[src/design/osc_regs_pkg.sv]
// Package with register map, field positions and codes of the oscillator register block.
package osc_regs_pkg;
  // Printed offsets are not multiples of four: they are register indexes.
  localparam logic [11:0] IDX_READY_STATUS = 12'h890;
  localparam logic [11:0] IDX_MANUAL_ENABLE = 12'h891;
  localparam logic [11:0] IDX_HF_TRIM = 12'h892;
  localparam logic [11:0] IDX_HF_FREQ = 12'h893;
  localparam logic [11:0] IDX_SEC_POWER = 12'h894;
  localparam int ADDR_W = 14;
  localparam int SRC_N = 6;
  localparam int BIT_LOCK = 0;
  localparam int BIT_SRC_LO = 2;
  localparam int TRIM_W = 6;
  localparam int FRQ_W = 3;
  localparam logic [5:0] ENABLE_RESET = 6'h00;
  localparam logic [5:0] TRIM_RESET = 6'h00;
  localparam logic [5:0] TRIM_MAX = 6'h1F;
  localparam logic [5:0] TRIM_MIN = 6'h20;
  localparam logic [2:0] SRC_HF_PLAIN = 3'h6;
  localparam logic [2:0] SRC_HF_DOUBLED = 3'h1;
  localparam logic [2:0] FRQ_RESET_PLAIN = 3'h2;
  localparam logic [2:0] FRQ_RESET_DOUBLED = 3'h5;
  localparam logic [2:0] FRQ_RESERVED = 3'h7;
  localparam logic [2:0] FRQ_DBL_LO = 3'h3;
  localparam logic [2:0] FRQ_DBL_HI = 3'h5;
  localparam logic [0:0] SEC_POWER_RESET = 1'h0;

  // Source order of the enable and ready vectors, bit 0 upward.
  typedef enum logic [2:0] {
    SRC_ADC, SRC_SEC, SRC_LF, SRC_MF, SRC_HF, SRC_EXT
  } src_idx_t;

  typedef struct packed {
    logic [SRC_N-1:0] enable;
    logic             sec_high_power;
    logic [TRIM_W-1:0] trim;
    logic [FRQ_W-1:0] freq_code;
    logic             freq_valid;
  } osc_ctrl_t;

  // Legal frequency codes for the selected source column.
  function automatic logic freq_legal(input logic [2:0] sel, input logic [2:0] code);
    if (sel == SRC_HF_DOUBLED) begin
      freq_legal = (code >= FRQ_DBL_LO) && (code <= FRQ_DBL_HI);
    end else begin
      freq_legal = (code != FRQ_RESERVED);
    end
  endfunction : freq_legal
endpackage : osc_regs_pkg

[src/design/osc_ready_enable_tune_regs.sv]
// Oscillator ready, manual enable, trim and frequency register block on APB.
//
// Register access over APB was decided locally.
`timescale 1ns/1ns

module osc_ready_enable_tune_regs
  import osc_regs_pkg::*;
#(
  parameter int N_REQ = 4
) (
  input  wire logic                  clk,
  input  wire logic                  rst,
  input  wire logic                  psel,
  input  wire logic                  penable,
  input  wire logic                  pwrite,
  input  wire logic [ADDR_W-1:0]     paddr,
  input  wire logic [31:0]           pwdata,
  input  wire logic [3:0]            pstrb,
  output logic                       pready,
  output logic [31:0]                prdata,
  output logic                       pslverr,
  input  wire logic [2:0]            reset_source_config,
  input  wire logic [2:0]            requested_source_select,
  input  wire logic [N_REQ*SRC_N-1:0] periph_request,
  input  wire logic [SRC_N-1:0]      source_ready_raw,
  input  wire logic                  lock_ready_raw,
  output logic [SRC_N-1:0]           osc_enable,
  output osc_ctrl_t                  osc_ctrl
);

  ////////////////////////////////////////////////////////////////////////////
  logic [SRC_N-1:0]  force_q, force_d;
  logic [TRIM_W-1:0] trim_q, trim_d;
  logic [FRQ_W-1:0]  frq_q, frq_d;
  logic              pwr_q, pwr_d;
  logic              strap_done_q, strap_done_d;
  logic [SRC_N:0]    sync1_q, sync2_q;
  logic [SRC_N-1:0]  en_q, en_d;
  osc_ctrl_t         ctrl_q, ctrl_d;
  logic              rdy_q, rdy_d;
  logic [31:0]       rdata_q, rdata_d;
  logic              err_q, err_d;
  logic [SRC_N-1:0]  req_or;
  logic [11:0]       idx;
  logic              word_ok;
  logic              access;
  logic              commit;

  ////////////////////////////////////////////////////////////////////////////
  // Ready inputs come from analog clock domains; only stage two is read.
  // ready synchroniser
  always_ff @(posedge clk or posedge rst) begin
    if (rst) begin
      sync1_q <= '0;
      sync2_q <= '0;
    end else begin
      sync1_q <= {source_ready_raw, lock_ready_raw};
      sync2_q <= sync1_q;
    end
  end

  ////////////////////////////////////////////////////////////////////////////
  assign idx     = 12'(paddr[ADDR_W-1:2]);
  assign word_ok = (paddr[1:0] == 2'h0);
  // Slave answers one cycle after the first access cycle; pready is a registered pulse.
  assign access  = psel && penable && !rdy_q;
  // A write lands only at the edge where the master sees pready, so an aborted
  // transfer leaves the registers untouched. Refused accesses never commit.
  assign commit  = psel && penable && rdy_q && pwrite && !err_q && pstrb[0];

  always_comb begin
    req_or = '0;
    for (int i = 0; i < N_REQ; i++) begin
      req_or = req_or | periph_request[i*SRC_N +: SRC_N];
    end
  end

  always_comb begin
    force_d      = force_q;
    trim_d       = trim_q;
    frq_d        = frq_q;
    pwr_d        = pwr_q;
    strap_done_d = 1'b1;
    rdy_d        = access;
    rdata_d      = 32'h0000_0000;
    err_d        = 1'b0;
    if (!strap_done_q) begin
      frq_d = (reset_source_config == SRC_HF_DOUBLED) ? FRQ_RESET_DOUBLED : FRQ_RESET_PLAIN;
    end
    if (access) begin
      if (!word_ok) begin
        err_d = 1'b1;
      end else if (idx == IDX_READY_STATUS) begin
        rdata_d[BIT_SRC_LO +: SRC_N] = sync2_q[SRC_N:1];
        rdata_d[BIT_LOCK] = sync2_q[0];
        err_d = pwrite;
      end else if (idx == IDX_MANUAL_ENABLE) begin
        rdata_d[BIT_SRC_LO +: SRC_N] = force_q;
      end else if (idx == IDX_HF_TRIM) begin
        rdata_d[TRIM_W-1:0] = trim_q;
      end else if (idx == IDX_HF_FREQ) begin
        rdata_d[FRQ_W-1:0] = frq_q;
      end else if (idx == IDX_SEC_POWER) begin
        rdata_d[0] = pwr_q;
      end else begin
        err_d = 1'b1;
      end
    end
    if (commit) begin
      if (idx == IDX_MANUAL_ENABLE) begin
        force_d = pwdata[BIT_SRC_LO +: SRC_N];
      end else if (idx == IDX_HF_TRIM) begin
        trim_d = pwdata[TRIM_W-1:0];
      end else if (idx == IDX_HF_FREQ) begin
        frq_d = pwdata[FRQ_W-1:0];
      end else if (idx == IDX_SEC_POWER) begin
        pwr_d = pwdata[0];
      end
    end
  end

  ////////////////////////////////////////////////////////////////////////////
  always_comb begin
    en_d                  = force_q | req_or;
    ctrl_d.enable         = en_d;
    ctrl_d.sec_high_power = pwr_q;
    ctrl_d.trim           = trim_q;
    ctrl_d.freq_code      = frq_q;
    ctrl_d.freq_valid     = ((requested_source_select == SRC_HF_PLAIN) ||
                             (requested_source_select == SRC_HF_DOUBLED)) &&
                            freq_legal(requested_source_select, frq_q);
  end

  always_ff @(posedge clk or posedge rst) begin
    if (rst) begin
      force_q      <= ENABLE_RESET;
      trim_q       <= TRIM_RESET;
      frq_q        <= FRQ_RESET_PLAIN;
      pwr_q        <= SEC_POWER_RESET;
      strap_done_q <= 1'b0;
      en_q         <= '0;
      ctrl_q       <= '0;
      rdy_q        <= 1'b0;
      rdata_q      <= 32'h0000_0000;
      err_q        <= 1'b0;
    end else begin
      force_q      <= force_d;
      trim_q       <= trim_d;
      frq_q        <= frq_d;
      pwr_q        <= pwr_d;
      strap_done_q <= strap_done_d;
      en_q         <= en_d;
      ctrl_q       <= ctrl_d;
      rdy_q        <= rdy_d;
      rdata_q      <= rdata_d;
      err_q        <= err_d;
    end
  end

  assign pready     = rdy_q;
  assign prdata     = rdata_q;
  assign pslverr    = err_q;
  assign osc_enable = en_q;
  assign osc_ctrl   = ctrl_q;

endmodule : osc_ready_enable_tune_regs

[config.mk]
export PLATFORM = sky130hd
export DESIGN_NAME = osc_ready_enable_tune_regs
export DESIGN_NICKNAME = d
export VERILOG_FILES = /design/src/design/osc_regs_pkg.sv /design/src/design/osc_ready_enable_tune_regs.sv
export SDC_FILE = /design/constraint.sdc
export NUM_CORES = 1
export LEC_CHECK = 0
export ABC_AREA = 1
export ABC_CLOCK_PERIOD_IN_PS = 2600
export BUFFER_PORTS_ARGS = -buffer_cell sky130_fd_sc_hd__buf_2
export CAP_MARGIN = 20
export CORE_MARGIN = 2
export CORE_UTILIZATION = 45
export DETAILED_ROUTE_END_ITERATION = 16
export PLACE_DENSITY = 0.79
export SETUP_SLACK_MARGIN = 0.05
export SYNTH_ARGS = -nofsm -noshare
export SYNTH_HDL_FRONTEND = slang
export SYNTH_SLANG_ARGS = --single-unit
[constraint.sdc]
create_clock -name clk -period 2.6 [get_ports clk]
set_input_delay 0.13 -clock clk [delete_from_list [all_inputs] [get_ports clk]]
set_output_delay 0.13 -clock clk [all_outputs]
set_load 0.01 [all_outputs]
== After elaboration in Yosys (flattened, before gate mapping) ==
Index checks and enable logic that the tools add are counted.
Widths: inputs -> output; s select.

* Add/sub/neg operators: 0
* Multipliers: 0
* Div/mod/pow operators: 0
* Magnitude comparators: 2
* Equal/unequal tests: 9
* Shifts and indexed selects: 0
* Multiplexer cells: 27
* Bitwise gates (word level): 7
* Reduce and logical (&&, ||, !) cells: 15

{| class="wikitable"
|+ Operators by type and width
! operator !! count
|-
| $eq 12x12->1 const B || 5
|-
| $mux 3 || 8
|-
| $or 6x6->6 || 4
|-
| $mux 8 || 2
|-
| $mux 1 || 12
|-
| $logic_and 1x1->1 || 8
|-
| $eq 3x1->1 const B || 2
|-
| $mux 2 || 3
|-
| $mux 6 || 1
|-
| $reduce_and 5->1 || 1
|-
| $mux 4 || 1
|-
| $eq 3x3->1 const B || 1
|-
| $ge 3x2->1 const B || 1
|-
| $le 3x3->1 const B || 1
|-
| $ne 3x3->1 const B || 1
|-
| $not 1->1 || 3
|-
| $reduce_and 3->1 || 1
|-
| $logic_not 1->1 || 2
|-
| $logic_not 2->1 || 1
|-
| $reduce_and 2->1 || 1
|-
| $logic_or 1x1->1 || 1
|}

* Register bits after elaboration: 58
* Latch bits: 0
* RAM bits: 0
* Memory bits (read-only): 0
* Bits of input ports: 92
* Output and inout bits: 57
* Word-level logic and storage cells: 75
* Memories: 0

== Depth between registers and ports, before layout ==
* Depth after elaboration: 8
* Gate-level depth with buffers: 10
* Mapped depth without buffers: 10

== Worst setup path after synthesis ==
OpenSTA, ideal clock, no wires.

* Path type: flip-flop to flip-flop
* Start point: reg err_q (netlist: pslverr)
* End point: reg trim_q[2]
* Setup time: 118 ps
* Data arrival time: 1172 ps
* Required time: 2482 ps
* Slack: 1310 ps
* Cell stages (with the launch flop): 8
* Path buffers: 1
* Clock period less this slack: 1290 ps
* Cell sequence: dfrtp_1 -> nor2_1 -> nand3_1 -> nor2_8 -> nand3_2 -> buf_6 -> nand2_2 -> o21ai_2

* Longest elaborated chain between the ends: 4

{| class="wikitable"
|+ RTL lines
! what !! RTL line !! RTL
|-
| start, declared || osc_ready_enable_tune_regs.sv:42 || <nowiki>logic err_q, err_d;</nowiki>
|-
| start signal, assigned || osc_ready_enable_tune_regs.sv:156 || <nowiki>err_q <= err_d;</nowiki>
|-
| $logic_not 1->1 || osc_ready_enable_tune_regs.sv:69 || <nowiki>assign commit = psel && penable && rdy_q && pwrite && !err_q && pstrb[0];</nowiki>
|-
| $logic_and 1x1->1 (2 in series) || osc_ready_enable_tune_regs.sv:69 ||
|-
| $reduce_and 3->1 (no line) || -- ||
|-
| end signal, assigned || osc_ready_enable_tune_regs.sv:148 || <nowiki>trim_q <= trim_d;</nowiki>
|-
| end, declared || osc_ready_enable_tune_regs.sv:33 || <nowiki>logic [TRIM_W-1:0] trim_q, trim_d;</nowiki>
|}

Every way passes these cells.
A chain may end at the register's enable or synchronous reset.

==> metrics.txt <==
outcome=finished clean; final-report hold violation count=0; Crit-path slowest cell=dlygate4sd3_1; initial antenna violation count=0; mux cell area share after synthesis=0%; Vias=2279; DP HPWL=4.300 mm; clock period minus worst slack=1900 ps; initial drt markers=97; Synth Area in Compound Gates=4.316%; Slew @ Worst Pin=815.3 ps; P_sw=434.9 uW; fin crit share=73.10%; Min-Delay Path Class=input port to flip-flop; Fmax achieved=0.5262 GHz; critical path fanouts, max=1; Syn-to-layout area delta=30.85%; CTS tree=yes; final wirelength=5.948 mm; 1st-pass router iterations=4; Worst Setup Path Type=input port to flip-flop; RSZ-0062 raised after global routing=no; Mean Syn Cell Area=8.935 um^2; logic gate share of total power=9.7%; Placeable Area=0.005886 mm^2; initial core utilization=46.30%; WP data required=2810 ps; Post-Synth Simple-Gate Area=26.54%; pre-CTS WS=1070 ps; synth unique cells=25; worst ir drop on vdd=0.2920 mV; Buf+Inv Stages, Crit Path=4; io pins=149; worst path cell trace=dlygate4sd3_1, buf_2, nor3_1, dlygate4sd3_1, nand2_1, dlygate4sd3_1; Area contributors post-synth=dfrtp_1 (52%), nand2_1 (9.0%), buf_4 (8.5%); Final nets=520; post-DR wirelength/cell=11.71 um; area leader, netlist=dfrtp_1; pwr dens=522.9 mW/mm^2; Seq cells post-synth=58; clock sinks=58; Final Skew=7.096 ps; Pins Over Slew Limit=0; most used cell along the critical path=dlygate4sd3_1; clock share of power=40.1%; Post-Syn Area=0.002725 mm^2; P_int=1430 uW; first-pass GRT wire length=9.432 mm; Slew headroom=45.45%; Skew-Pair Late Insertion Delay=330 ps; XOR/XNOR Fraction of Synth Area=0%; fin worst setup slack=699.5 ps; layout cells sized above 1=33.72%; setup tns final=0 ps; Ys Warns=0; WHS Path Cells=2; Critical Path AT=2110 ps; CTS Buffer Depth=2; die width=81.82 um; Worst setup EP type=flip-flop; GP Congestion=0.8449; CTS Buf Count=9; clk slew on worst S/H paths=60 ps; largest family of logic cells by synthesized area=simple AND/OR/NAND/NOR gates; Crit path max-delay family=buffers and inverters; FF-to-FF Start=force_q[3]$_DFFE_PP0P_; Root Buffer Master=clkbuf_8; vias in the first global route=2194; GRT overflow=0; Final setup viols=0; Pleak=0.001990 uW; commonest non-fill, non-tap cell in the layout=buf_2; die area=0.006695 mm^2; cells on worst reg2reg path=4; row cnt=28; hold path startpoint=requested_source_select[0]; CP startpoint=periph_request[21]; synthesized instance count=305; Synth top area share=52.34%; Crit path depth=6; Startpoint Class=input port; Residual DRC=0; Post-CTS Setup Bufs=0; Clock H-tree levels=3; Sw Share=23.33%; gr usage total=18.74%; IO buf count=97; Crit path largest cell delay=570 ps; most frequent cells in the layout=buf_2 (97), nand2_1 (65), dfrtp_1 (57); sequential cell area fraction in the yosys report=53.31%; maxcap violations=0; Adder-Cell Fraction of Synth Area=0%; ANT cells=0; Die H=81.82 um; Via density=4.486; antenna viol nets, final=0; register share of total power=50.2%; largest net degree at the start of global routing=25
## cell usage after synthesis
cell and count:
dfrtp_1 57, o21ai_0 3, nand2_4 1, o21ai_1 3
nor4_1 3, a21oi_1 6, nor2_2 3, nor2_8 2
a211oi_1 2, nand2_2 11, conb_1 2, nand3_1 18
nand4_1 6, buf_4 31, nand2_1 65, buf_6 1
nor2_1 26, o21ai_2 4, nor2_4 5, nand3_2 2
inv_2 4, dfstp_2 1, nor3_1 4, a21boi_1 1
inv_1 44
## layer usage
metal	up-vias	GRT usage, %	share of wire [%]
li1	1130	-	-
met1	1042	22.20	39
met2	96	31.22	51
met3	11	4.945	7.7
met4	0	9.833	2.1
met5	-	0	0
## what timing repair did
| item | in CTS | in global routing |
|---|---|---|
| endpoints found under the hold margin | 30 | 0 |
| hold buffers | 22 | 0 |
| gates resized for setup | 0 | 0 |
## metrics by stage
| stage | utilization, % | power (uW) | hold WS, ps | area, um^2 | std cells |
|---|---|---|---|---|---|
| global route | 60.59 | 1946 | 14.04 | 3566 | 508 |
| floorplan | - | 1059 | 161.4 | 2811 | 328 |
| finish | 60.59 | 1865 | 16.88 | 3566 | 508 |
| CTS | 60.59 | 1887 | 2.219 | 3566 | 508 |
| global placement | 53.72 | 1105 | 138.8 | 3162 | 470 |
| detailed placement | 53.72 | 1110 | 139.1 | 3162 | 470 |
## power by group through the flow
stage	Combinational, uW	Sequential (uW)	Clock (uW)
finish	182	935	748
CTS	181	935	770
detailed placement	159	951	0
global placement	154	951	0
floorplan	106	953	0
global route	206	937	803
## flip-flops by register name (all words and copies together) (netlist names)
signal	count
force_q	6
frq_q	3
osc_ctrl	17
prdata	8
pready	1
pslverr	1
pwr_q	1
strap_done_q	1
sync1_q	7
sync2_q	7
trim_q	6
## final timing paths
| kind | to | slack (ps) |
|---|---|---|
| max in group asynchronous | frq_q[1]$_DFF_PP1_ | 1580 |
| min reg2reg | sync2_q[5]$_DFF_PP0_ | 340 |
| min | osc_ctrl[0]$_DFF_PP0_ | 20 |
| min in group asynchronous | sync1_q[6]$_DFF_PP0_ | 330 |
| max | osc_ctrl[14]$_DFF_PP0_ | 700 |
| max reg2reg | osc_ctrl[14]$_DFF_PP0_ | 770 |
## cell families (layout without fill, tap and decap cells)
logic type             Yosys count  count (layout)
DFF                             58              58
AOI/OAI and AO/OA               19              19
other                            2              25
buffers and inverters           80             185
and+or+nand+nor                146             146
## cell type report
class	count	area (um^2)
multi-input cells	190	934.6
well taps	75	93.84
clock buffers	15	176.4
repair buffers	121	720.7
flip-flops and latches	58	1453
inverters	48	180.2
fillers	514	2320
clock inverters	1	7.507
No activity file was read; power rests on OpenSTA's default activity.
